**config.mk**
```make
export PLATFORM = sky130hd
export DESIGN_NAME = bl_register_bank
export DESIGN_NICKNAME = d
export VERILOG_FILES = /design/src/rtl/bl_pkg.sv /design/src/rtl/bl_settle_filter.sv /design/src/rtl/bl_register_bank.sv
export VERILOG_INCLUDE_DIRS = /design/src /design/src/rtl
export SDC_FILE = /design/constraint.sdc
export NUM_CORES = 1
export LEC_CHECK = 0
export BUFFER_PORTS_ARGS = -buffer_cell sky130_fd_sc_hd__buf_2
export CAP_MARGIN = 20
export CORE_MARGIN = 3
export CORE_UTILIZATION = 40
export DETAILED_ROUTE_END_ITERATION = 12
export PLACE_DENSITY_LB_ADDON = 0.08
export SYNTH_ARGS = -nofsm -noshare
export SYNTH_HDL_FRONTEND = slang
export SYNTH_SLANG_ARGS = --single-unit
```
**constraint.sdc**
```tcl
create_clock -name i_sys_clk -period 2.7 [get_ports i_sys_clk]
set_clock_uncertainty 0.1 [all_clocks]
set_input_delay 0.27 -clock i_sys_clk [delete_from_list [all_inputs] [get_ports i_sys_clk]]
set_output_delay 0.27 -clock i_sys_clk [all_outputs]
set_load 0.005 [all_outputs]
```
**src/rtl/bl_regs_map.svh**
```systemverilog
`ifndef BL_REGS_MAP_SVH
`define BL_REGS_MAP_SVH

// byte addresses of the register bank
`define BL_ADDR_BIAS_CONFIG      8'h80
`define BL_ADDR_TABLE_ROW        8'h81
`define BL_ADDR_RESERVED_A       8'h82
`define BL_ADDR_DAC_DIRECT       8'h83
`define BL_ADDR_RESERVED_B       8'h84
`define BL_ADDR_OUTPUT_SOURCE    8'h85
`define BL_ADDR_WRITE_UNLOCK     8'h86
`define BL_ADDR_THERMOMETER      8'h87
`define BL_ADDR_RSVD_BLOCK_LO    8'h88
`define BL_ADDR_RSVD_BLOCK_HI    8'h8f
`define BL_ADDR_TABLE_BASE       8'h90
`define BL_ADDR_TABLE_LAST       8'hcf

// bias_config fields
`define BL_BIT_ADC_SETTLE_BYPASS 7
`define BL_BIT_DIRECT_PERSIST    6
`define BL_BIT_CURRENT_POLARITY  5
`define BL_MASK_BIAS_CONFIG      8'he0

// table_row_override field
`define BL_MASK_TABLE_ROW        8'h3f

// output_source_config fields
`define BL_BIT_DAC_OVERRIDE      5
`define BL_BIT_TABLE_OVERRIDE    4
`define BL_LSB_FULL_SCALE        0
`define BL_MASK_OUTPUT_SOURCE    8'h33

// write unlock codes
`define BL_UNLOCK_SET            8'h80
`define BL_UNLOCK_CLEAR          8'h00
`define BL_UNLOCK_BIT            7

// factory and power-up values
`define BL_FACTORY_BIAS_CONFIG   8'h00
`define BL_FACTORY_TABLE_ROW     8'h00
`define BL_FACTORY_DAC_DIRECT    8'h00
`define BL_FACTORY_OUTPUT_SOURCE 8'h03
`define BL_FACTORY_TABLE_BYTE    8'h00
`define BL_RESET_WRITE_UNLOCK    8'h00
`define BL_RESET_THERMOMETER     8'h00
`define BL_RESET_DAC_WORD        8'h00
`define BL_READ_UNMAPPED         8'h00

// thermometer filter: agreeing conversions needed
`define BL_SETTLE_AGREE          2'h3

// nonvolatile write cycle time
`define BL_NV_WRITE_TIME_MS      10
`define BL_CLK_PERIOD_NS         100
`define BL_NV_WRITE_CYCLES \
  ((`BL_NV_WRITE_TIME_MS * 1000000) / `BL_CLK_PERIOD_NS)

`endif

```
**src/rtl/bl_pkg.sv**
```systemverilog
`default_nettype none
package bl_pkg;

  // one decoded byte operation of the 2-wire slave front end
  typedef struct packed {
    logic       wr;
    logic       rd;
    logic       stop;
    logic [7:0] addr;
    logic [7:0] data;
  } bl_bus_req_t;

  typedef struct packed {
    logic       ack;
    logic       nack;
    logic [7:0] rdata;
  } bl_bus_rsp_t;

  typedef struct packed {
    logic       sink;
    logic [1:0] full_scale;
    logic [7:0] dac_word;
  } bl_analog_ctl_t;

  typedef enum logic [2:0] {
    BL_LOAD   = 3'b001,
    BL_RUN    = 3'b010,
    BL_NVBUSY = 3'b100
  } bl_state_t;

endpackage
`default_nettype wire

```
**src/rtl/bl_settle_filter.sv**
```systemverilog
`include "bl_regs_map.svh"
`default_nettype none
module bl_settle_filter (
  input  wire logic       i_sys_clk,
  input  wire logic       i_rstn,
  input  wire logic       i_conv_valid,
  input  wire logic [7:0] i_conv_code,
  input  wire logic       i_bypass,
  output logic      [7:0] o_reading,
  output logic            o_reading_valid
);

  logic [7:0] last_reg,  last_next;
  logic [1:0] agree_reg, agree_next;
  logic [7:0] read_reg,  read_next;
  logic       valid_reg, valid_next;
  logic       valid_last_reg, valid_last_next;

  always_comb begin
    last_next  = last_reg;
    agree_next = agree_reg;
    read_next  = read_reg;
    valid_next = valid_reg;
    if (i_conv_valid) begin
      last_next = i_conv_code;
      if (i_conv_code[7:2] == last_reg[7:2] && valid_last_reg) begin
        if (agree_reg != `BL_SETTLE_AGREE) begin
          agree_next = agree_reg + 2'h1;
        end
      end else begin
        agree_next = 2'h0;
      end
      // every conversion, or four in a row agreeing in the upper six bits
      if (i_bypass || agree_next == `BL_SETTLE_AGREE) begin
        read_next  = i_conv_code;
        valid_next = 1'b1;
      end
    end
  end

  always_comb begin
    valid_last_next = valid_last_reg | i_conv_valid;
  end

  always_ff @(posedge i_sys_clk or negedge i_rstn) begin
    if (!i_rstn) begin
      last_reg       <= `BL_RESET_THERMOMETER;
      agree_reg      <= 2'h0;
      read_reg       <= `BL_RESET_THERMOMETER;
      valid_reg      <= 1'b0;
      valid_last_reg <= 1'b0;
    end else begin
      last_reg       <= last_next;
      agree_reg      <= agree_next;
      read_reg       <= read_next;
      valid_reg      <= valid_next;
      valid_last_reg <= valid_last_next;
    end
  end

  assign o_reading       = read_reg;
  assign o_reading_valid = valid_reg;

endmodule
`default_nettype wire

```
**src/rtl/bl_register_bank.sv**
```systemverilog
`include "bl_regs_map.svh"
`default_nettype none
module bl_register_bank #(
  parameter int unsigned NV_WRITE_CYCLES = `BL_NV_WRITE_CYCLES,
  parameter int unsigned TABLE_ROWS      = 64
) (
  input  wire logic               i_sys_clk,
  input  wire logic               i_rstn,
  input  wire bl_pkg::bl_bus_req_t i_bus_req,
  input  wire logic               i_adc_valid,
  input  wire logic [7:0]         i_adc_code,
  output logic                    o_addr_ack_ok,
  output bl_pkg::bl_bus_rsp_t     o_bus_rsp,
  output bl_pkg::bl_analog_ctl_t  o_analog,
  output logic [7:0]              o_row_addr
);

  localparam int unsigned CW = $clog2(NV_WRITE_CYCLES + 1);
  localparam logic [CW-1:0] NV_LAST = CW'(NV_WRITE_CYCLES - 1);

  // volatile working copies
  logic [7:0] cfg_reg,  cfg_next;
  logic [7:0] row_reg,  row_next;
  logic [7:0] dir_reg,  dir_next;
  logic [7:0] src_reg,  src_next;
  logic       unl_reg,  unl_next;
  // nonvolatile cells
  logic [7:0] nv_cfg_reg, nv_cfg_next;
  logic [7:0] nv_row_reg, nv_row_next;
  logic [7:0] nv_dir_reg, nv_dir_next;
  logic [7:0] nv_src_reg, nv_src_next;
  logic       dirty_reg,  dirty_next;
  logic [CW-1:0]     cnt_reg, cnt_next;
  bl_pkg::bl_state_t st_reg,  st_next;
  bl_pkg::bl_bus_rsp_t rsp_reg, rsp_next;

  logic [7:0] table_mem [TABLE_ROWS];
  logic [5:0] tbl_idx;
  logic       tbl_hit;
  logic       tbl_wr;
  logic [7:0] reading;
  logic       reading_valid;

  bl_settle_filter u_filter (
    .i_sys_clk      (i_sys_clk),
    .i_rstn         (i_rstn),
    .i_conv_valid   (i_adc_valid),
    .i_conv_code    (i_adc_code),
    .i_bypass       (cfg_reg[`BL_BIT_ADC_SETTLE_BYPASS]),
    .o_reading      (reading),
    .o_reading_valid(reading_valid)
  );

  // table window decode
  always_comb begin
    tbl_hit = (i_bus_req.addr >= `BL_ADDR_TABLE_BASE) &&
              (i_bus_req.addr <= `BL_ADDR_TABLE_LAST);
    // outside the window the index is computed but never used
    tbl_idx = 6'(i_bus_req.addr - `BL_ADDR_TABLE_BASE);
  end

  // register access, unlock, nonvolatile cycle
  always_comb begin
    logic accept;
    accept      = 1'b0;
    cfg_next    = cfg_reg;
    row_next    = row_reg;
    dir_next    = dir_reg;
    src_next    = src_reg;
    unl_next    = unl_reg;
    nv_cfg_next = nv_cfg_reg;
    nv_row_next = nv_row_reg;
    nv_dir_next = nv_dir_reg;
    nv_src_next = nv_src_reg;
    dirty_next  = dirty_reg;
    cnt_next    = cnt_reg;
    st_next     = st_reg;
    tbl_wr      = 1'b0;
    rsp_next    = '0;
    rsp_next.rdata = rsp_reg.rdata;
    case (st_reg)
      bl_pkg::BL_LOAD: begin
        // recall the nonvolatile copies once after power-up
        cfg_next = nv_cfg_reg;
        row_next = nv_row_reg;
        dir_next = nv_dir_reg;
        src_next = nv_src_reg;
        st_next  = bl_pkg::BL_RUN;
        rsp_next.nack = i_bus_req.wr | i_bus_req.rd;
      end
      bl_pkg::BL_RUN: begin
        if (i_bus_req.rd) begin
          rsp_next.ack = 1'b1;
          case (i_bus_req.addr)
            `BL_ADDR_BIAS_CONFIG:   rsp_next.rdata = cfg_reg;
            `BL_ADDR_TABLE_ROW:     rsp_next.rdata = row_reg;
            `BL_ADDR_DAC_DIRECT:    rsp_next.rdata = dir_reg;
            `BL_ADDR_OUTPUT_SOURCE: rsp_next.rdata = src_reg;
            `BL_ADDR_WRITE_UNLOCK:
              rsp_next.rdata = {unl_reg, 7'h00};
            `BL_ADDR_THERMOMETER:   rsp_next.rdata = reading;
            default: begin
              // reserved addresses read as zero
              rsp_next.rdata = tbl_hit ? table_mem[tbl_idx]
                                       : `BL_READ_UNMAPPED;
            end
          endcase
        end else if (i_bus_req.wr) begin
          if (i_bus_req.addr == `BL_ADDR_WRITE_UNLOCK) begin
            accept = 1'b1;
            if (i_bus_req.data == `BL_UNLOCK_SET) begin
              unl_next = 1'b1;
            end else if (i_bus_req.data == `BL_UNLOCK_CLEAR) begin
              unl_next = 1'b0;
            end
            // any other unlock value is acknowledged and ignored
          end else if (unl_reg) begin
            accept = 1'b1;
            case (i_bus_req.addr)
              `BL_ADDR_BIAS_CONFIG: begin
                cfg_next    = i_bus_req.data & `BL_MASK_BIAS_CONFIG;
                nv_cfg_next = cfg_next;
                dirty_next  = 1'b1;
              end
              `BL_ADDR_TABLE_ROW: begin
                row_next = i_bus_req.data & `BL_MASK_TABLE_ROW;
                if (cfg_reg[`BL_BIT_DIRECT_PERSIST]) begin
                  nv_row_next = row_next;
                  dirty_next  = 1'b1;
                end
              end
              `BL_ADDR_DAC_DIRECT: begin
                dir_next = i_bus_req.data;
                if (cfg_reg[`BL_BIT_DIRECT_PERSIST]) begin
                  nv_dir_next = dir_next;
                  dirty_next  = 1'b1;
                end
              end
              `BL_ADDR_OUTPUT_SOURCE: begin
                src_next    = i_bus_req.data & `BL_MASK_OUTPUT_SOURCE;
                nv_src_next = src_next;
                dirty_next  = 1'b1;
              end
              default: begin
                if (tbl_hit) begin
                  tbl_wr     = 1'b1;
                  dirty_next = 1'b1;
                end
              end
            endcase
          end
          rsp_next.ack  = accept;
          rsp_next.nack = ~accept;
        end
        // a stop after nonvolatile changes starts the self-timed cycle;
        // unlock-only or volatile-only sequences start none
        if (i_bus_req.stop && dirty_next) begin
          dirty_next = 1'b0;
          cnt_next   = '0;
          st_next    = bl_pkg::BL_NVBUSY;
        end
      end
      bl_pkg::BL_NVBUSY: begin
        // every request is refused until the cycle ends
        rsp_next.nack = i_bus_req.wr | i_bus_req.rd;
        cnt_next      = cnt_reg + CW'(1);
        if (cnt_reg == NV_LAST) begin
          st_next = bl_pkg::BL_RUN;
        end
      end
      default: begin
        st_next = bl_pkg::BL_LOAD;
      end
    endcase
  end

  always_ff @(posedge i_sys_clk or negedge i_rstn) begin
    if (!i_rstn) begin
      cfg_reg    <= `BL_FACTORY_BIAS_CONFIG;
      row_reg    <= `BL_FACTORY_TABLE_ROW;
      dir_reg    <= `BL_FACTORY_DAC_DIRECT;
      src_reg    <= `BL_FACTORY_OUTPUT_SOURCE;
      unl_reg    <= 1'b0;
      // reset models first power-up, so the cells load factory values as well
      nv_cfg_reg <= `BL_FACTORY_BIAS_CONFIG;
      nv_row_reg <= `BL_FACTORY_TABLE_ROW;
      nv_dir_reg <= `BL_FACTORY_DAC_DIRECT;
      nv_src_reg <= `BL_FACTORY_OUTPUT_SOURCE;
      dirty_reg  <= 1'b0;
      cnt_reg    <= '0;
      st_reg     <= bl_pkg::BL_LOAD;
      rsp_reg    <= '0;
    end else begin
      cfg_reg    <= cfg_next;
      row_reg    <= row_next;
      dir_reg    <= dir_next;
      src_reg    <= src_next;
      unl_reg    <= unl_next;
      nv_cfg_reg <= nv_cfg_next;
      nv_row_reg <= nv_row_next;
      nv_dir_reg <= nv_dir_next;
      nv_src_reg <= nv_src_next;
      dirty_reg  <= dirty_next;
      cnt_reg    <= cnt_next;
      st_reg     <= st_next;
      rsp_reg    <= rsp_next;
    end
  end

  // nonvolatile table bytes, one flop group per row
  for (genvar g = 0; g < TABLE_ROWS; g++) begin : g_table
    logic [7:0] byte_next;
    always_comb begin
      byte_next = table_mem[g];
      if (tbl_wr && tbl_idx == 6'(g)) begin
        byte_next = i_bus_req.data;
      end
    end
    always_ff @(posedge i_sys_clk or negedge i_rstn) begin
      if (!i_rstn) begin
        table_mem[g] <= `BL_FACTORY_TABLE_BYTE;
      end else begin
        table_mem[g] <= byte_next;
      end
    end
  end

  // DAC source selection
  bl_pkg::bl_analog_ctl_t ana_reg, ana_next;
  logic [7:0] row_addr_reg, row_addr_next;
  logic       ack_ok_reg, ack_ok_next;
  always_comb begin
    logic [5:0] row;
    row = 6'h00;
    if (src_reg[`BL_BIT_TABLE_OVERRIDE]) begin
      row = row_reg[5:0];
    end else begin
      row = reading[7:2];
    end
    row_addr_next = `BL_ADDR_TABLE_BASE + {2'h0, row};
    ana_next.sink = cfg_reg[`BL_BIT_CURRENT_POLARITY];
    ana_next.full_scale =
      src_reg[`BL_LSB_FULL_SCALE +: 2];
    // without a DAC or table override the DAC word stays 00h until the first filtered reading
    if (st_reg == bl_pkg::BL_LOAD) begin
      ana_next.dac_word = `BL_RESET_DAC_WORD;
    end else if (src_reg[`BL_BIT_DAC_OVERRIDE]) begin
      ana_next.dac_word = dir_reg;
    end else if (src_reg[`BL_BIT_TABLE_OVERRIDE]) begin
      ana_next.dac_word = table_mem[row];
    end else if (reading_valid) begin
      ana_next.dac_word = table_mem[row];
    end else begin
      ana_next.dac_word = `BL_RESET_DAC_WORD;
    end
    // looks at the next state so the flag rises together with
    // the return to normal operation
    ack_ok_next = (st_next == bl_pkg::BL_RUN);
  end

  always_ff @(posedge i_sys_clk or negedge i_rstn) begin
    if (!i_rstn) begin
      ana_reg      <= '0;
      row_addr_reg <= `BL_ADDR_TABLE_BASE;
      ack_ok_reg   <= 1'b0;
    end else begin
      ana_reg      <= ana_next;
      row_addr_reg <= row_addr_next;
      ack_ok_reg   <= ack_ok_next;
    end
  end

  assign o_bus_rsp     = rsp_reg;
  assign o_analog      = ana_reg;
  assign o_row_addr    = row_addr_reg;
  assign o_addr_ack_ok = ack_ok_reg;

endmodule
`default_nettype wire

```
==> results.sh <==
export IMPL_overflow=0
export IMPL_met2_length_mm=57.4
export IMPL_whs_ps=26.6
export IMPL_drtPass1Iterations=5
export IMPL_fp_dieW_um=297
export IMPL_core_area_sq_um=83800
export IMPL_clkSinkCount=623
export IMPL_syn_to_final_growth_pct=21.8
export IMPL_cts_root_to_sink_buffers=3
export IMPL_async_reset_ff_share_pct=100
export IMPL_largest_reg_flops=512
export IMPL_p_leak_uw=0.0185
export IMPL_ir_worst_vdd_uv=505
export IMPL_critPathLaunchType="flop"
export IMPL_io_buffer_count=58
export IMPL_r2r_start="src_reg[4]"
export IMPL_rsz0062_at_grt="true"
export IMPL_min_period_ps=2830
export IMPL_slew_headroom_pct=25.3
export IMPL_viasPerCell=6.01
export IMPL_place_ws_ps=-682
export IMPL_grt_max_degree=132
export IMPL_cp_max_fo=5
export IMPL_crit_path_end_kind="flop"
export IMPL_timing_final_crit_share_pct=105
export IMPL_timing_fmax_mhz=354
export IMPL_path_class="flop to flop"
export IMPL_synth_edf_count=0
export IMPL_nNetsFinal=2871
export IMPL_critPathMaxStageDelay_ps=410
export IMPL_htree_levels=3
export IMPL_grt_pass1_vias=25183
export IMPL_drtIter0Drc=1906
export IMPL_cts_tree="built"
export IMPL_crit_required_ps=3160
export IMPL_ys_seq_area_share_pct=46.0
export IMPL_ios=60
export IMPL_ant_nets=0
export IMPL_wl_per_cell_um=30.1
export IMPL_grt_first_pass_wirelength_mm=178
export IMPL_worstMarginPinSlew_ps=1110
export IMPL_gp_congestion=0.933
export IMPL_power_density_nw_per_um2=831
export IMPL_die_h_um=297
export IMPL_antenna_found_initial=2
export IMPL_hpwl_mm=84.9
export IMPL_wl_met3_mm=7.34
export IMPL_numCtsBuffers=74
export IMPL_drv_cap=0
export IMPL_critPathBufInv=5
export IMPL_yosysTopAreaCell="dfrtp_1"
export IMPL_outcome="finished with violations"
export IMPL_p_total_uw=34300
export IMPL_drc_errors=0
export IMPL_syn_area_sq_um=33900
export IMPL_cts_root_buf="clkbuf_16"
export IMPL_grt_util_all_layers_pct=27.4
export IMPL_vias=24188
export IMPL_drive_above_1_share_pct=48.8
export IMPL_syn_nets=2604
export IMPL_hold_path_class="primary input to asynchronous set/reset pin"
export IMPL_synth_top_area_share_pct=45.5
export IMPL_hold_violations=0
export IMPL_path_delay_family="buffers and inverters"
export IMPL_critPathSlowestCell="dfrtp_2"
export IMPL_crit_chain="buf_6 > mux2i_2 > buf_12 > clkinvlp_4 > buf_4 > mux2i_1 > buf_4 > o211ai_1 > and3_4 > a32o_1"
export IMPL_highest_layer="met4"
export IMPL_routed_wirelength_mm=121
export IMPL_synth_cells=2566
export IMPL_setup_ws_ps=-126
export IMPL_worstRegToRegCells=10
export IMPL_cp_depth=10
export IMPL_die_area_sq_um=88400
export IMPL_ys_ff_latch=623
export IMPL_report_final_slew_viol_count=0
export IMPL_violations="negative setup slack"
export IMPL_ys_warn_count=0
export IMPL_critPathMostFrequentCell="buf_4"
export IMPL_synthFlopType="dfrtp_1"
export IMPL_finalSetupViolCount=8
export IMPL_crit_start="src_reg[4]"
export IMPL_clk_pin_slew_worst_paths_ps=60
export IMPL_ys_types=74
export IMPL_clk_latency_ps=630
export IMPL_m1WireLength_mm=50.5
export IMPL_cp_data_arrival_time_ps=3280
export IMPL_yosys_top_cells_area="dfrtp_1 45%, mux2_2 16%, mux4_2 15%"
export IMPL_rows=106
export IMPL_avgSynthCellArea_sq_um=13.2
export IMPL_initial_utilization_pct=40.5
final cells by class:
| cell class | instances | area, sq um |
|---|---|---|
| Antenna cell | 2 | 5.00 |
| Timing Repair Buffer | 390 | 3840 |
| Timing Repair inverter | 2 | 22.5 |
| Multi-Input combinational cell | 1726 | 17900 |
| Fill cell | 7355 | 42500 |
| Clock inverter | 23 | 294 |
| Sequential cell | 623 | 15600 |
| Clock buffer | 110 | 2200 |
| Inverter | 16 | 100 |
| Tap cell | 1134 | 1420 |
cell usage after synthesis, types with 35 or more instances:
| cell type | count |
|---|---|
| dfrtp_1 | 617 |
| mux2_2 | 487 |
| nand2_1 | 274 |
| mux4_2 | 222 |
| clkbuf_1 | 129 |
| nand3_1 | 124 |
| a21oi_1 | 83 |
| nor2_1 | 78 |
| nand3_4 | 60 |
| mux2_4 | 40 |
| o21ai_0 | 37 |
| mux2i_1 | 35 |
cell usage in the layout (no fill, tap or decap), types with 24 or more instances in the layout:
| cell | instances |
|---|---|
| buf_12 | 62 |
| nand3_4 | 62 |
| mux2i_1 | 26 |
| dfrtp_1 | 616 |
| buf_4 | 235 |
| buf_2 | 55 |
| mux4_2 | 222 |
| nor2_1 | 75 |
| mux2_1 | 24 |
| nand2_1 | 268 |
| nand3_1 | 115 |
| clkbuf_16 | 75 |
| o21ai_0 | 33 |
| mux2_4 | 40 |
| a21oi_1 | 80 |
| mux2_2 | 487 |
cell families (layout without fill, tap and decap cells):
family,after synthesis,after routing,share of synthesized area [%]
AOI/OAI and AO/OA,255,255,4.97
xor gates and xnor gates,9,9,0.232
buffers and inverters,217,541,2.99
and+or+nand+nor,645,645,11.0
other,1,3,0.0110
muxes,808,808,34.5
DFF,623,623,46.0
adders and majority gates,8,8,0.295
final timing paths:
| kind | end | slack [ps] |
|---|---|---|
| worst max-delay path | o_analog[0] | -130 |
| worst min-delay path | table_mem[387] | 30 |
| worst min register to register | o_analog[8] | 360 |
| min in group i_sys_clk | dir_reg[2] | 70 |
| worst max register to register | o_analog[0] | -130 |
| max in group asynchronous | table_mem[237] | 1390 |
power breakdown:
group / internal [uW] / switching, uW / total [uW] / leakage (uW)
combinational: 5720 / 7770 / 13500 / 0.00876
sequential: 9830 / 632 / 10500 / 0.00848
clock: 6140 / 4250 / 10400 / 0.00123
layer usage:
layer / track usage (%) / up-vias
li1: - / 10222
met1: 36.6 / 12828
met2: 43.7 / 896
met3: 4.85 / 242
met4: 12.6 / 0
met5: 0 / -
repair_timing:
| item | 4_1_cts | 5_1_grt |
|---|---|---|
| endpoints found under the setup margin | 8 | 8 |
| buffers inserted | 24 | 0 |
| hold buffers | 14 | 0 |
| hold endpoints to repair | 624 | 0 |
| cloned | 7 | 0 |
| pin swaps | 25 | 10 |
| resized for setup | 94 | 41 |
through the flow:
step / instance area, sq um / setup TNS [ps] / cells / util [%]
2_1_floorplan: 34000 / 0 / 2566 / -
4_1_cts: 41100 / -324 / 4024 / 49.0
5_1_grt: 41300 / -769 / 4024 / 49.3
3_5_place_dp: 37700 / -29930 / 3846 / 44.9
3_3_place_gp: 37700 / -19020 / 3846 / 44.9
6_report: 41300 / -418 / 4026 / 49.3
Power figures use the tool's default switching activity.
